### config.mk
export PLATFORM = sky130hd
export DESIGN_NAME = mlfr_read_path
export DESIGN_NICKNAME = d
export VERILOG_FILES = /design/src/logic/mlfr_pkg.sv /design/src/logic/mlfr_addr_next.sv /design/src/logic/mlfr_read_path.sv /design/src/logic/mlfr_sync.sv
export SDC_FILE = /design/constraint.sdc
export NUM_CORES = 1
export LEC_CHECK = 0
export BUFFER_PORTS_ARGS = -buffer_cell sky130_fd_sc_hd__buf_2
export CAP_MARGIN = 20
export CORE_UTILIZATION = 54
export DETAILED_ROUTE_END_ITERATION = 7
export GPL_TIMING_DRIVEN = 0
export PLACE_DENSITY = 0.77
export SLEW_MARGIN = 5
export SYNTH_ARGS = -nofsm -noshare
export SYNTH_HDL_FRONTEND = slang
export SYNTH_SLANG_ARGS = --single-unit
### constraint.sdc
create_clock -name sys_clk -period 3.05 [get_ports sys_clk]
set_clock_uncertainty 0.05 [all_clocks]
set_input_delay 0.305 -clock sys_clk [delete_from_list [all_inputs] [get_ports sys_clk]]
set_output_delay 0.305 -clock sys_clk [all_outputs]
set_load 0.1 [all_outputs]
### src/logic/mlfr_pkg.sv
// Constants and types shared by the multi-lane fast read path
// Functional notes
// RULE1: Dual output read returns two bits per clock
// RULE2: Dual output read has eight dummy clocks
// RULE3: Input lanes ignored during dummy clocks
// RULE4: Host releases lanes before first data fall
// RULE5: Quad output read needs quad enable set
// RULE6: Quad output read has eight dummy clocks
// RULE7: Dual I/O sends address and data two-lane
// RULE8: Eight mode bits follow address, upper nibble
// RULE9: Dual mode pair 10 skips next opcode
// RULE10: Other mode pair values require opcode
// RULE11: Host exits dual continuous with sixteen ones
// RULE12: Quad I/O four lanes, four dummy clocks
// RULE13: Quad I/O rejected without quad enable
// RULE14: Quad mode pair 10 skips next opcode
// RULE15: Host exits quad continuous with eight ones
// RULE16: Wrap command governs later quad I/O reads
// RULE17: Wrapped output returns to section start
// RULE18: Wrap disable bit and length field
// RULE19: Quad command dummy 2/4/6/8, default 2
// RULE20: Mode bit clocks count as dummy clocks
// RULE21: Continuous mode honoured in quad command mode
// RULE22: No wrap for quad I/O in quad mode
// RULE23: Wrap disable bit resets to one
// RULE24: Address increments after every data byte
// RULE25: Quad command mode needs quad enable
// RULE26: Length field 00..11 gives 8..64 bytes
// RULE27: Chip select rise ends read, rearms decoder
package mlfr_pkg;
    // Opcodes
    localparam logic [7:0] OPC_DOUT2 = 8'h3b;
    localparam logic [7:0] OPC_DOUT4 = 8'h6b;
    localparam logic [7:0] OPC_DIO2 = 8'hbb;
    localparam logic [7:0] OPC_DIO4 = 8'heb;
    localparam logic [7:0] OPC_WRAP = 8'h77;
    // Phase lengths in serial clocks
    localparam logic [5:0] CLK_OPC_SPI = 6'h08;
    localparam logic [5:0] CLK_OPC_QCM = 6'h02;
    localparam logic [5:0] CLK_ADDR_1 = 6'h18;
    localparam logic [5:0] CLK_ADDR_2 = 6'h0c;
    localparam logic [5:0] CLK_ADDR_4 = 6'h06;
    localparam logic [5:0] CLK_DUM_OUT = 6'h08;
    localparam logic [5:0] CLK_DUM_DIO4 = 6'h04;
    localparam logic [5:0] CLK_WRAP_CMD = 6'h20;
    // Mode pair value that arms continuous read
    localparam logic [1:0] CONT_ARM = 2'b10;
    // Field positions
    localparam int MODE_PAIR_LSB = 4;
    localparam int WRAP_LSB = 4;
    localparam int WRAP_DIS_POS = 0;
    // Reset values and bits per byte
    localparam logic [2:0] WRAP_RST = 3'b001;
    localparam logic [1:0] DUMMY_SEL_RST = 2'b00;
    localparam logic [3:0] BYTE_BITS = 4'h8;
    // Reads carried by this path
    typedef enum logic [1:0] {
        MLFR_DOUT2,
        MLFR_DOUT4,
        MLFR_DIO2,
        MLFR_DIO4
    } mlfr_cmd_t;
endpackage

### src/logic/mlfr_addr_next.sv
// Next read address, with optional wrap inside an aligned section
module mlfr_addr_next (
    // Current address
    input wire logic [23:0] addr,
    // Wrap control
    input wire logic wrap_on,
    input wire logic [1:0] wrap_length_field,
    // Following address
    output logic [23:0] addr_nxt
);
    logic [5:0] mask;
    logic [23:0] inc;

    // Section of 8 << length bytes, always inside a page
    always_comb
    begin
        mask = 6'(({3'b000, 3'b111} << wrap_length_field) | 6'h07); // [RULE26]
        inc = 24'(addr + 24'h1); // [RULE24]
        if (wrap_on)
        begin
            addr_nxt = {addr[23:6], (addr[5:0] & ~mask) | (inc[5:0] & mask)}; // [RULE17]
        end
        else
        begin
            addr_nxt = inc;
        end
    end
endmodule

### src/logic/mlfr_read_path.sv
// Multi-lane fast read command path of the serial flash device
module mlfr_read_path (
    // System clock and reset
    input wire logic sys_clk,
    input wire logic nrst,
    // Serial link pins
    input wire logic sclk,
    input wire logic cs_n,
    input wire logic [3:0] lane_in,
    output logic [3:0] lane_out,
    output logic [3:0] lane_oe,
    // Configuration from the status logic
    input wire logic quad_enable_bit,
    input wire logic quad_command_mode,
    input wire logic dummy_sel_wr,
    input wire logic [1:0] dummy_sel_data,
    // Memory array read port
    output logic [23:0] mem_addr,
    output logic mem_rd,
    input wire logic [7:0] mem_rdata,
    // Status
    output logic [2:0] wrap_setting_bits,
    output logic [1:0] dummy_sel,
    output logic execute_in_place,
    output logic read_busy
);
    import mlfr_pkg::*;

    typedef enum logic [2:0] {
        ST_OPC,
        ST_ADDR,
        ST_MODE,
        ST_DUMMY,
        ST_DATA,
        ST_WRAPC,
        ST_IGNORE
    } mlfr_state_t;

    ////////////////////////////////////////////////////////////////
    // Reset release and pin synchronisation

    logic rst_meta_r;
    logic rst_n_r;
    logic sclk_s;
    logic cs_n_s;
    logic [3:0] lane_s;
    logic sclk_q_r;
    logic sclk_rise;
    logic sclk_fall;
    logic frame_idle;

    // Reset enters asynchronously, leaves through two flops
    always_ff @(posedge sys_clk or negedge nrst)
    begin
        if (!nrst)
        begin
            rst_meta_r <= 1'b0;
            rst_n_r <= 1'b0;
        end
        else
        begin
            rst_meta_r <= 1'b1;
            rst_n_r <= rst_meta_r;
        end
    end

    mlfr_sync #(
        .W(6),
        .INIT(6'h02)
    ) u_sync (
        .clk(sys_clk),
        .rst_n(rst_n_r),
        .d({lane_in, cs_n, sclk}),
        .q({lane_s, cs_n_s, sclk_s})
    );

    // Serial clock edges found from the synchronised copy
    always_ff @(posedge sys_clk or negedge rst_n_r)
    begin
        if (!rst_n_r)
        begin
            sclk_q_r <= 1'b0;
        end
        else
        begin
            sclk_q_r <= sclk_s;
        end
    end

    assign sclk_rise = sclk_s & ~sclk_q_r & ~cs_n_s;
    assign sclk_fall = ~sclk_s & sclk_q_r & ~cs_n_s;
    assign frame_idle = cs_n_s;

    ////////////////////////////////////////////////////////////////
    // Functions

    // Shift in one clock's worth of lanes, upper lane first
    function automatic logic [31:0] shift_in(input logic [31:0] sh, input logic [2:0] w, input logic [3:0] l);
        logic [31:0] r;
        r = {sh[30:0], l[0]};
        if (w == 3'd2)
        begin
            r = {sh[29:0], l[1:0]};
        end
        else if (w == 3'd4)
        begin
            r = {sh[27:0], l[3:0]};
        end
        return r;
    endfunction

    // Lane enable pattern for a lane count
    function automatic logic [3:0] lane_mask(input logic [2:0] w);
        logic [3:0] m;
        m = 4'h1;
        if (w == 3'd2)
        begin
            m = 4'h3;
        end
        else if (w == 3'd4)
        begin
            m = 4'hf;
        end
        return m;
    endfunction

    ////////////////////////////////////////////////////////////////
    // Command decoder state

    mlfr_state_t st_r;
    mlfr_state_t st_nxt;
    mlfr_cmd_t cmd_r;
    mlfr_cmd_t cmd_nxt;
    logic [5:0] cnt_r;
    logic [5:0] cnt_nxt;
    logic [2:0] w_r;
    logic [2:0] w_nxt;
    logic [31:0] sh_r;
    logic [31:0] sh_nxt;
    logic qact;
    logic qcm_r;
    logic last;
    logic cont_r;
    logic cont_dual_r;
    logic cont_set;
    logic [2:0] wrap_r;
    logic [1:0] dsel_r;
    logic addr_load;
    logic [5:0] dum_clks;

    // Quad command mode only counts while quad enable holds
    assign qact = quad_command_mode & quad_enable_bit; // [RULE25]
    assign last = (cnt_r == 6'h01);
    assign sh_nxt = shift_in(sh_r, w_r, lane_s);

    // Clocks left after mode bits for the quad I/O read
    always_comb
    begin
        dum_clks = CLK_DUM_DIO4; // [RULE12]
        if (qcm_r)
        begin
            dum_clks = {3'b000, dsel_r, 1'b0}; // [RULE19] [RULE20]
        end
    end

    // Phase sequencing on each serial clock rise
    always_comb
    begin
        st_nxt = st_r;
        cmd_nxt = cmd_r;
        w_nxt = w_r;
        cnt_nxt = 6'(cnt_r - 6'h01);
        addr_load = 1'b0;
        cont_set = 1'b0;
        unique case (st_r)
            ST_OPC:
            begin
                if (last)
                begin
                    st_nxt = ST_ADDR;
                    w_nxt = 3'd1;
                    cnt_nxt = CLK_ADDR_1;
                    if (qcm_r)
                    begin
                        // Only quad I/O is carried here in quad command mode
                        cmd_nxt = MLFR_DIO4;
                        w_nxt = 3'd4;
                        cnt_nxt = CLK_ADDR_4;
                        if (sh_nxt[7:0] != OPC_DIO4)
                        begin
                            st_nxt = ST_IGNORE;
                        end
                    end
                    else if (sh_nxt[7:0] == OPC_DOUT2)
                    begin
                        cmd_nxt = MLFR_DOUT2;
                    end
                    else if (sh_nxt[7:0] == OPC_DOUT4)
                    begin
                        cmd_nxt = MLFR_DOUT4;
                        st_nxt = quad_enable_bit ? ST_ADDR : ST_IGNORE; // [RULE5]
                    end
                    else if (sh_nxt[7:0] == OPC_DIO2)
                    begin
                        cmd_nxt = MLFR_DIO2;
                        w_nxt = 3'd2; // [RULE7]
                        cnt_nxt = CLK_ADDR_2;
                    end
                    else if (sh_nxt[7:0] == OPC_DIO4)
                    begin
                        cmd_nxt = MLFR_DIO4;
                        w_nxt = 3'd4; // [RULE12]
                        cnt_nxt = CLK_ADDR_4;
                        st_nxt = quad_enable_bit ? ST_ADDR : ST_IGNORE; // [RULE13]
                    end
                    else if (sh_nxt[7:0] == OPC_WRAP)
                    begin
                        st_nxt = ST_WRAPC;
                        cnt_nxt = CLK_WRAP_CMD;
                    end
                    else
                    begin
                        st_nxt = ST_IGNORE;
                    end
                end
            end
            ST_ADDR:
            begin
                if (last)
                begin
                    addr_load = 1'b1;
                    if (cmd_r == MLFR_DOUT2 || cmd_r == MLFR_DOUT4)
                    begin
                        st_nxt = ST_DUMMY;
                        cnt_nxt = CLK_DUM_OUT; // [RULE2] [RULE6]
                    end
                    else
                    begin
                        st_nxt = ST_MODE;
                        cnt_nxt = 6'(BYTE_BITS / w_r); // [RULE8]
                    end
                end
            end
            ST_MODE:
            begin
                if (last)
                begin
                    cont_set = 1'b1;
                    if (cmd_r == MLFR_DIO2 || dum_clks == 6'h00)
                    begin
                        st_nxt = ST_DATA;
                    end
                    else
                    begin
                        st_nxt = ST_DUMMY;
                        cnt_nxt = dum_clks;
                    end
                end
            end
            ST_DUMMY:
            begin
                // Lane values are shifted but never used here
                if (last)
                begin
                    st_nxt = ST_DATA; // [RULE3]
                end
            end
            ST_WRAPC:
            begin
                if (last)
                begin
                    st_nxt = ST_IGNORE;
                end
            end
            ST_DATA, ST_IGNORE:
            begin
                cnt_nxt = cnt_r;
            end
        endcase
    end

    // Decoder registers; idle chip select rearms the decoder
    always_ff @(posedge sys_clk or negedge rst_n_r)
    begin
        if (!rst_n_r)
        begin
            st_r <= ST_OPC;
            cmd_r <= MLFR_DOUT2;
            cnt_r <= CLK_OPC_SPI;
            w_r <= 3'd1;
            sh_r <= 32'h0000_0000;
            qcm_r <= 1'b0;
        end
        else if (frame_idle)
        begin
            qcm_r <= qact;
            sh_r <= 32'h0000_0000;
            if (cont_r)
            begin
                st_r <= ST_ADDR; // [RULE9] [RULE14] [RULE21] [RULE27]
                cmd_r <= cont_dual_r ? MLFR_DIO2 : MLFR_DIO4;
                w_r <= cont_dual_r ? 3'd2 : 3'd4;
                cnt_r <= cont_dual_r ? CLK_ADDR_2 : CLK_ADDR_4;
            end
            else
            begin
                st_r <= ST_OPC; // [RULE10] [RULE27]
                w_r <= qact ? 3'd4 : 3'd1;
                cnt_r <= qact ? CLK_OPC_QCM : CLK_OPC_SPI;
            end
        end
        else if (sclk_rise)
        begin
            st_r <= st_nxt;
            cmd_r <= cmd_nxt;
            cnt_r <= cnt_nxt;
            w_r <= w_nxt;
            sh_r <= sh_nxt;
        end
    end

    // Continuous read arming from the upper mode nibble
    always_ff @(posedge sys_clk or negedge rst_n_r)
    begin
        if (!rst_n_r)
        begin
            cont_r <= 1'b0;
            cont_dual_r <= 1'b0;
        end
        else if (sclk_rise && cont_set)
        begin
            // Lower nibble is don't care
            cont_r <= (sh_nxt[MODE_PAIR_LSB +: 2] == CONT_ARM); // [RULE8] [RULE9] [RULE10] [RULE14]
            cont_dual_r <= (cmd_r == MLFR_DIO2);
        end
    end

    // Wrap bits from the set-burst-with-wrap command
    always_ff @(posedge sys_clk or negedge rst_n_r)
    begin
        if (!rst_n_r)
        begin
            wrap_r <= WRAP_RST; // [RULE23]
        end
        else if (sclk_rise && st_r == ST_WRAPC && last)
        begin
            wrap_r <= sh_nxt[WRAP_LSB +: 3]; // [RULE16] [RULE18]
        end
    end

    // Dummy setting for quad command mode, default two clocks
    always_ff @(posedge sys_clk or negedge rst_n_r)
    begin
        if (!rst_n_r)
        begin
            dsel_r <= DUMMY_SEL_RST; // [RULE19]
        end
        else if (dummy_sel_wr)
        begin
            dsel_r <= dummy_sel_data;
        end
    end

    ////////////////////////////////////////////////////////////////
    // Data output on serial clock falls

    logic [23:0] addr_r;
    logic [23:0] addr_adv;
    logic [7:0] dsh_r;
    logic [3:0] dleft_r;
    logic [7:0] dbyte;
    logic [3:0] dleft;
    logic [3:0] nib;
    logic wrap_on;
    logic [2:0] out_w;

    // Wrap only for quad I/O issued in single-lane command mode
    assign wrap_on = (cmd_r == MLFR_DIO4) && !qcm_r && !wrap_r[WRAP_DIS_POS]; // [RULE16] [RULE18] [RULE22]
    assign out_w = (cmd_r == MLFR_DOUT2 || cmd_r == MLFR_DIO2) ? 3'd2 : 3'd4; // [RULE1] [RULE5] [RULE7]

    mlfr_addr_next u_addr_next (
        .addr(addr_r),
        .wrap_on(wrap_on),
        .wrap_length_field(wrap_r[2:1]),
        .addr_nxt(addr_adv)
    );

    // Current byte: a fresh array byte or the rest of the last one
    always_comb
    begin
        dbyte = dsh_r;
        dleft = dleft_r;
        if (dleft_r == 4'h0)
        begin
            dbyte = mem_rdata;
            dleft = BYTE_BITS;
        end
        nib = (out_w == 3'd2) ? {2'b00, dbyte[7:6]} : dbyte[7:4];
    end

    // Shift out; address steps as each byte is taken
    always_ff @(posedge sys_clk or negedge rst_n_r)
    begin
        if (!rst_n_r)
        begin
            addr_r <= 24'h00_0000;
            dsh_r <= 8'h00;
            dleft_r <= 4'h0;
        end
        else if (frame_idle)
        begin
            dleft_r <= 4'h0;
        end
        else if (sclk_rise && addr_load)
        begin
            addr_r <= sh_nxt[23:0];
        end
        else if (sclk_fall && st_r == ST_DATA)
        begin
            dsh_r <= 8'(dbyte << out_w);
            dleft_r <= 4'(dleft - {1'b0, out_w});
            if (dleft_r == 4'h0)
            begin
                addr_r <= addr_adv; // [RULE24] [RULE17]
            end
        end
    end

    // Lane drivers turn on only at the first data fall
    always_ff @(posedge sys_clk or negedge rst_n_r)
    begin
        if (!rst_n_r)
        begin
            lane_out <= 4'h0;
            lane_oe <= 4'h0;
        end
        else if (frame_idle)
        begin
            lane_oe <= 4'h0; // [RULE27]
        end
        else if (sclk_fall && st_r == ST_DATA)
        begin
            lane_out <= nib;
            lane_oe <= lane_mask(out_w); // [RULE4]
        end
    end

    ////////////////////////////////////////////////////////////////
    // Memory port and status

    // Array sees the address well before the next byte is taken
    assign mem_addr = addr_r;
    assign mem_rd = (st_r == ST_DATA) & ~frame_idle;
    assign wrap_setting_bits = wrap_r;
    assign dummy_sel = dsel_r;
    assign execute_in_place = cont_r;
    assign read_busy = ~frame_idle;
endmodule

### src/logic/mlfr_sync.sv
// Two-flop synchroniser for pins from outside the clock domain
module mlfr_sync #(
    parameter int W = 1,
    parameter logic [W-1:0] INIT = '0
) (
    // Clock and reset
    input wire logic clk,
    input wire logic rst_n,
    // Asynchronous in, synchronised out
    input wire logic [W-1:0] d,
    output logic [W-1:0] q
);
    logic [W-1:0] meta_r;

    // First stage feeds only the second stage
    always_ff @(posedge clk or negedge rst_n)
    begin
        if (!rst_n)
        begin
            meta_r <= INIT;
            q <= INIT;
        end
        else
        begin
            meta_r <= d;
            q <= meta_r;
        end
    end
endmodule

==> results.toml <==
[floorplan]
rows = 38
core_area_mm2 = 0.0108
dieArea_mm2 = 0.0115
die_x_um = 107
ios = 61
die_h_um = 107
initial_utilization_pct = 55.4

[power_and_ir_drop]
irDropWorstVdd_uv = 371
total_power_mw = 3.53
powerDensity_mw_per_mm2 = 498
leakagePower_nw = 3.13

[grt]
grt.total_usage_pct = 29.0
grt_max_degree = 69
grt_overflow = 0
grt_pass1_wl_mm = 26.3
grt_pass1_vias = 5322
antenna_found_initial = 0

[logic_synthesis]
synth.distinct_cells = 73
yosys-top-cells-area = "dfrtp_1, nand2_1, o21ai_0, nor2_1, a21oi_1"
async_flop_share_pct = 100
ys_seq_elements = 101
synth_top_area_share_pct = 40.2
synthesis.area_mm2 = 0.00598
ys.flop_type = "dfrtp_1"
synth_area_per_cell_um2 = 8.58
synth_edf_count = 0
synth_top_area_cell = "dfrtp_1"
postSynthCellCount = 697
synth-seq-area-share_pct = 42.4
ys_warn_count = 0

[routing]
vias = 5746
first_pass_iters = 5
drt_iter0_markers = 574
detail-route-antenna-nets = 0
routed_wl_mm = 16.3
routed_via_density = 6.12
wl_per_cell_um = 17.3
drc = 0

[sta]
finalSetupViolations = 12
maxSlewViolCount = 0
fmax_mhz = 277
timing.final.crit_share_pct = 119
post-route-min-period_ps = 3620
setup_ws_ps = -565
maxSlewHeadroom_pct = 46.0
hold_viol_final = 0
max_slew.worst_pin.slew_ps = 803
rsz0062_at_grt = "true"

[place]
dp_hpwl_mm = 11.4
dpl_cell_area_mm2 = 0.00656
routabilityCongestion = 0.947
post-place-ws_ps = -973
io_buffers = 60
dp.cells = 899

[setup_path]
rr_startpoint = "w_r[1]"
cp.required_ps = 3250
crit_path_start_kind = "flip-flop"
r2r_slack_ps = -570
slowest_delay_ps = 410
crit_fanout = 2
arrival_ps = 3810
critPathKind = "flip-flop to flip-flop"
r2r_cells = 21
critPathSlowestCell = "dfrtp_2"
reg2reg_to = "cnt_r[0]"
cp_cell_sequence = "inv_4 -> ha_4 -> nor2_1 -> o21ai_1 -> a21oi_2 -> ha_4 -> o21ai_4 -> nand2_2 -> nand2_2 -> ha_4 -> a22oi_2 -> ha_1 -> o21a_1 -> nor2_2 -> nand2_2 -> nor2_2 -> nor2_1 -> ha_2 -> or4_1 -> o21ai_1 -> o211ai_1"
cp-end-kind = "flip-flop"

[layout]
final_cells = 939
diodes = 0
final_core_util_pct = 65.6
mostFrequentLayoutCells = "nand2_1, dfrtp_1, nor2_1"
layout_commonest_cell = "nand2_1"
final_nets = 827
finish.instance_area_mm2 = 0.00708
synthToLayoutAreaGrowth_pct = 18.5
drive_gt1_share_pct = 19.0

[worst_hold_path]
holdPathStages = 2
min_to = "dummy_sel[0]"
min_path_type = "input pin to flip-flop"
worstHoldStart = "dummy_sel_data[0]"

[status]
status = "finished with violations"
violations = "setup timing"

[clock_tree]
clock-sinks = 101
clk_pin_slew_worst_paths_ps = 120
cts_root_buf = "clkbuf_8"
htree_levels = 3
cts_buffers = 9
clk_latency_ps = 380
max-clock-path-buffers = 2
cts_tree = "done"

[flow_run]
maxCapViolCount = 0
## kinds of logic (layout without fill, tap and decap cells)
family	Yosys count	in the layout	share of synthesized area [%]
compound gates	196	196	20.4
xor+xnor	31	31	4.54
fa+ha+maj	12	12	2.64
buf+inv	57	158	4.00
flops	101	101	42.4
mux	22	22	3.89
other cells	2	3	0.126
simple gates	276	276	22.0
## sequential cells by signal, indices dropped and copies added (netlist names)
register           flops
qcm_r                  1
w_r                    3
mem_addr              24
sh_r                  23
u_sync.meta_r          6
cmd_r                  2
lane_oe                2
execute_in_place       1
dsh_r                  8
u_sync.q               6
cnt_r                  6
wrap_setting_bits      3
rst_meta_r             1
dummy_sel              2
sclk_q_r               1
st_r                   3
lane_out               4
cont_dual_r            1
rst_n_r                1
dleft_r                3
## layout make-up
type,count,area [um2]
fillers,879,3710
multi-input cells,540,3350
flip-flops and latches,101,2540
repair buffers,85,533
plain buffers,42,210
well taps,140,175
clock buffers,9,124
clock inverters,7,92.6
inverters,15,58.8
## stage by stage
| step | hold slack [ps] | setup TNS, ps |
|---|---|---|
| 4_1_cts | 91.5 | -900 |
| 6_report | 96.7 | -1150 |
| 2_1_floorplan | -40.6 | -2510 |
| 5_1_grt | 82.8 | -6550 |
| 3_3_place_gp | 40.9 | -1130 |
| 3_5_place_dp | 45.4 | -1310 |
## routing by layer
metal	global-route usage (%)	vias up	share of wire, %
met5	0	-	0
met4	8.71	0	1.4
met3	4.86	23	7.8
met2	45.6	290	46
met1	41.1	2753	45
li1	-	2680	-
## synthesized netlist by cell type (5+ instances only)
library cell	instances
a211oi_1	7
a21oi_1	47
and2_1	6
clkbuf_1	34
dfrtp_1	96
dfstp_2	5
ha_1	11
inv_1	14
mux2_2	10
mux2i_1	12
nand2_1	100
nand2b_1	8
nand3_1	27
nand4_1	6
nor2_1	76
nor3_1	16
o21ai_0	61
o22a_1	6
o22ai_1	24
xnor2_1	24
xor2_1	7
## power breakdown
part,leakage [nW],switching (mW),internal [mW],total (mW)
sequential,1.30,0.0940,1.42,1.52
combinational,1.72,0.698,0.385,1.08
clock,0.109,0.525,0.401,0.927
## critical path: cells and delay by family (launching register included)
kind                       cells  cell delay, ps
adders and majority gates      5            1100
DFF                            1             410
buffers and inverters          1              50
and+or+nand+nor                8            1040
AOI/OAI and AO/OA              7             830
## worst max-delay path by stage
stage | from | end | cells past startpoint
floorplan | w_r[1] | cnt_r[0] | 21
global route | w_r[1] | cnt_r[0] | 21
global placement | w_r[1] | cnt_r[0] | 21
detailed placement | w_r[1] | cnt_r[0] | 21
CTS | w_r[1] | cnt_r[0] | 21
finish | w_r[1] | cnt_r[0] | 21
## repair_timing
item | CTS | global route
cloned | 0 | 0
endpoints found under the hold margin | 8 | 0
endpoints found under the setup margin | 2 | 28
resized for setup | 2 | 21
setup buffers | 14 | 6
hold buffers | 7 | 0
pin swaps | 13 | 10
No activity file was read; power rests on OpenSTA's default activity.
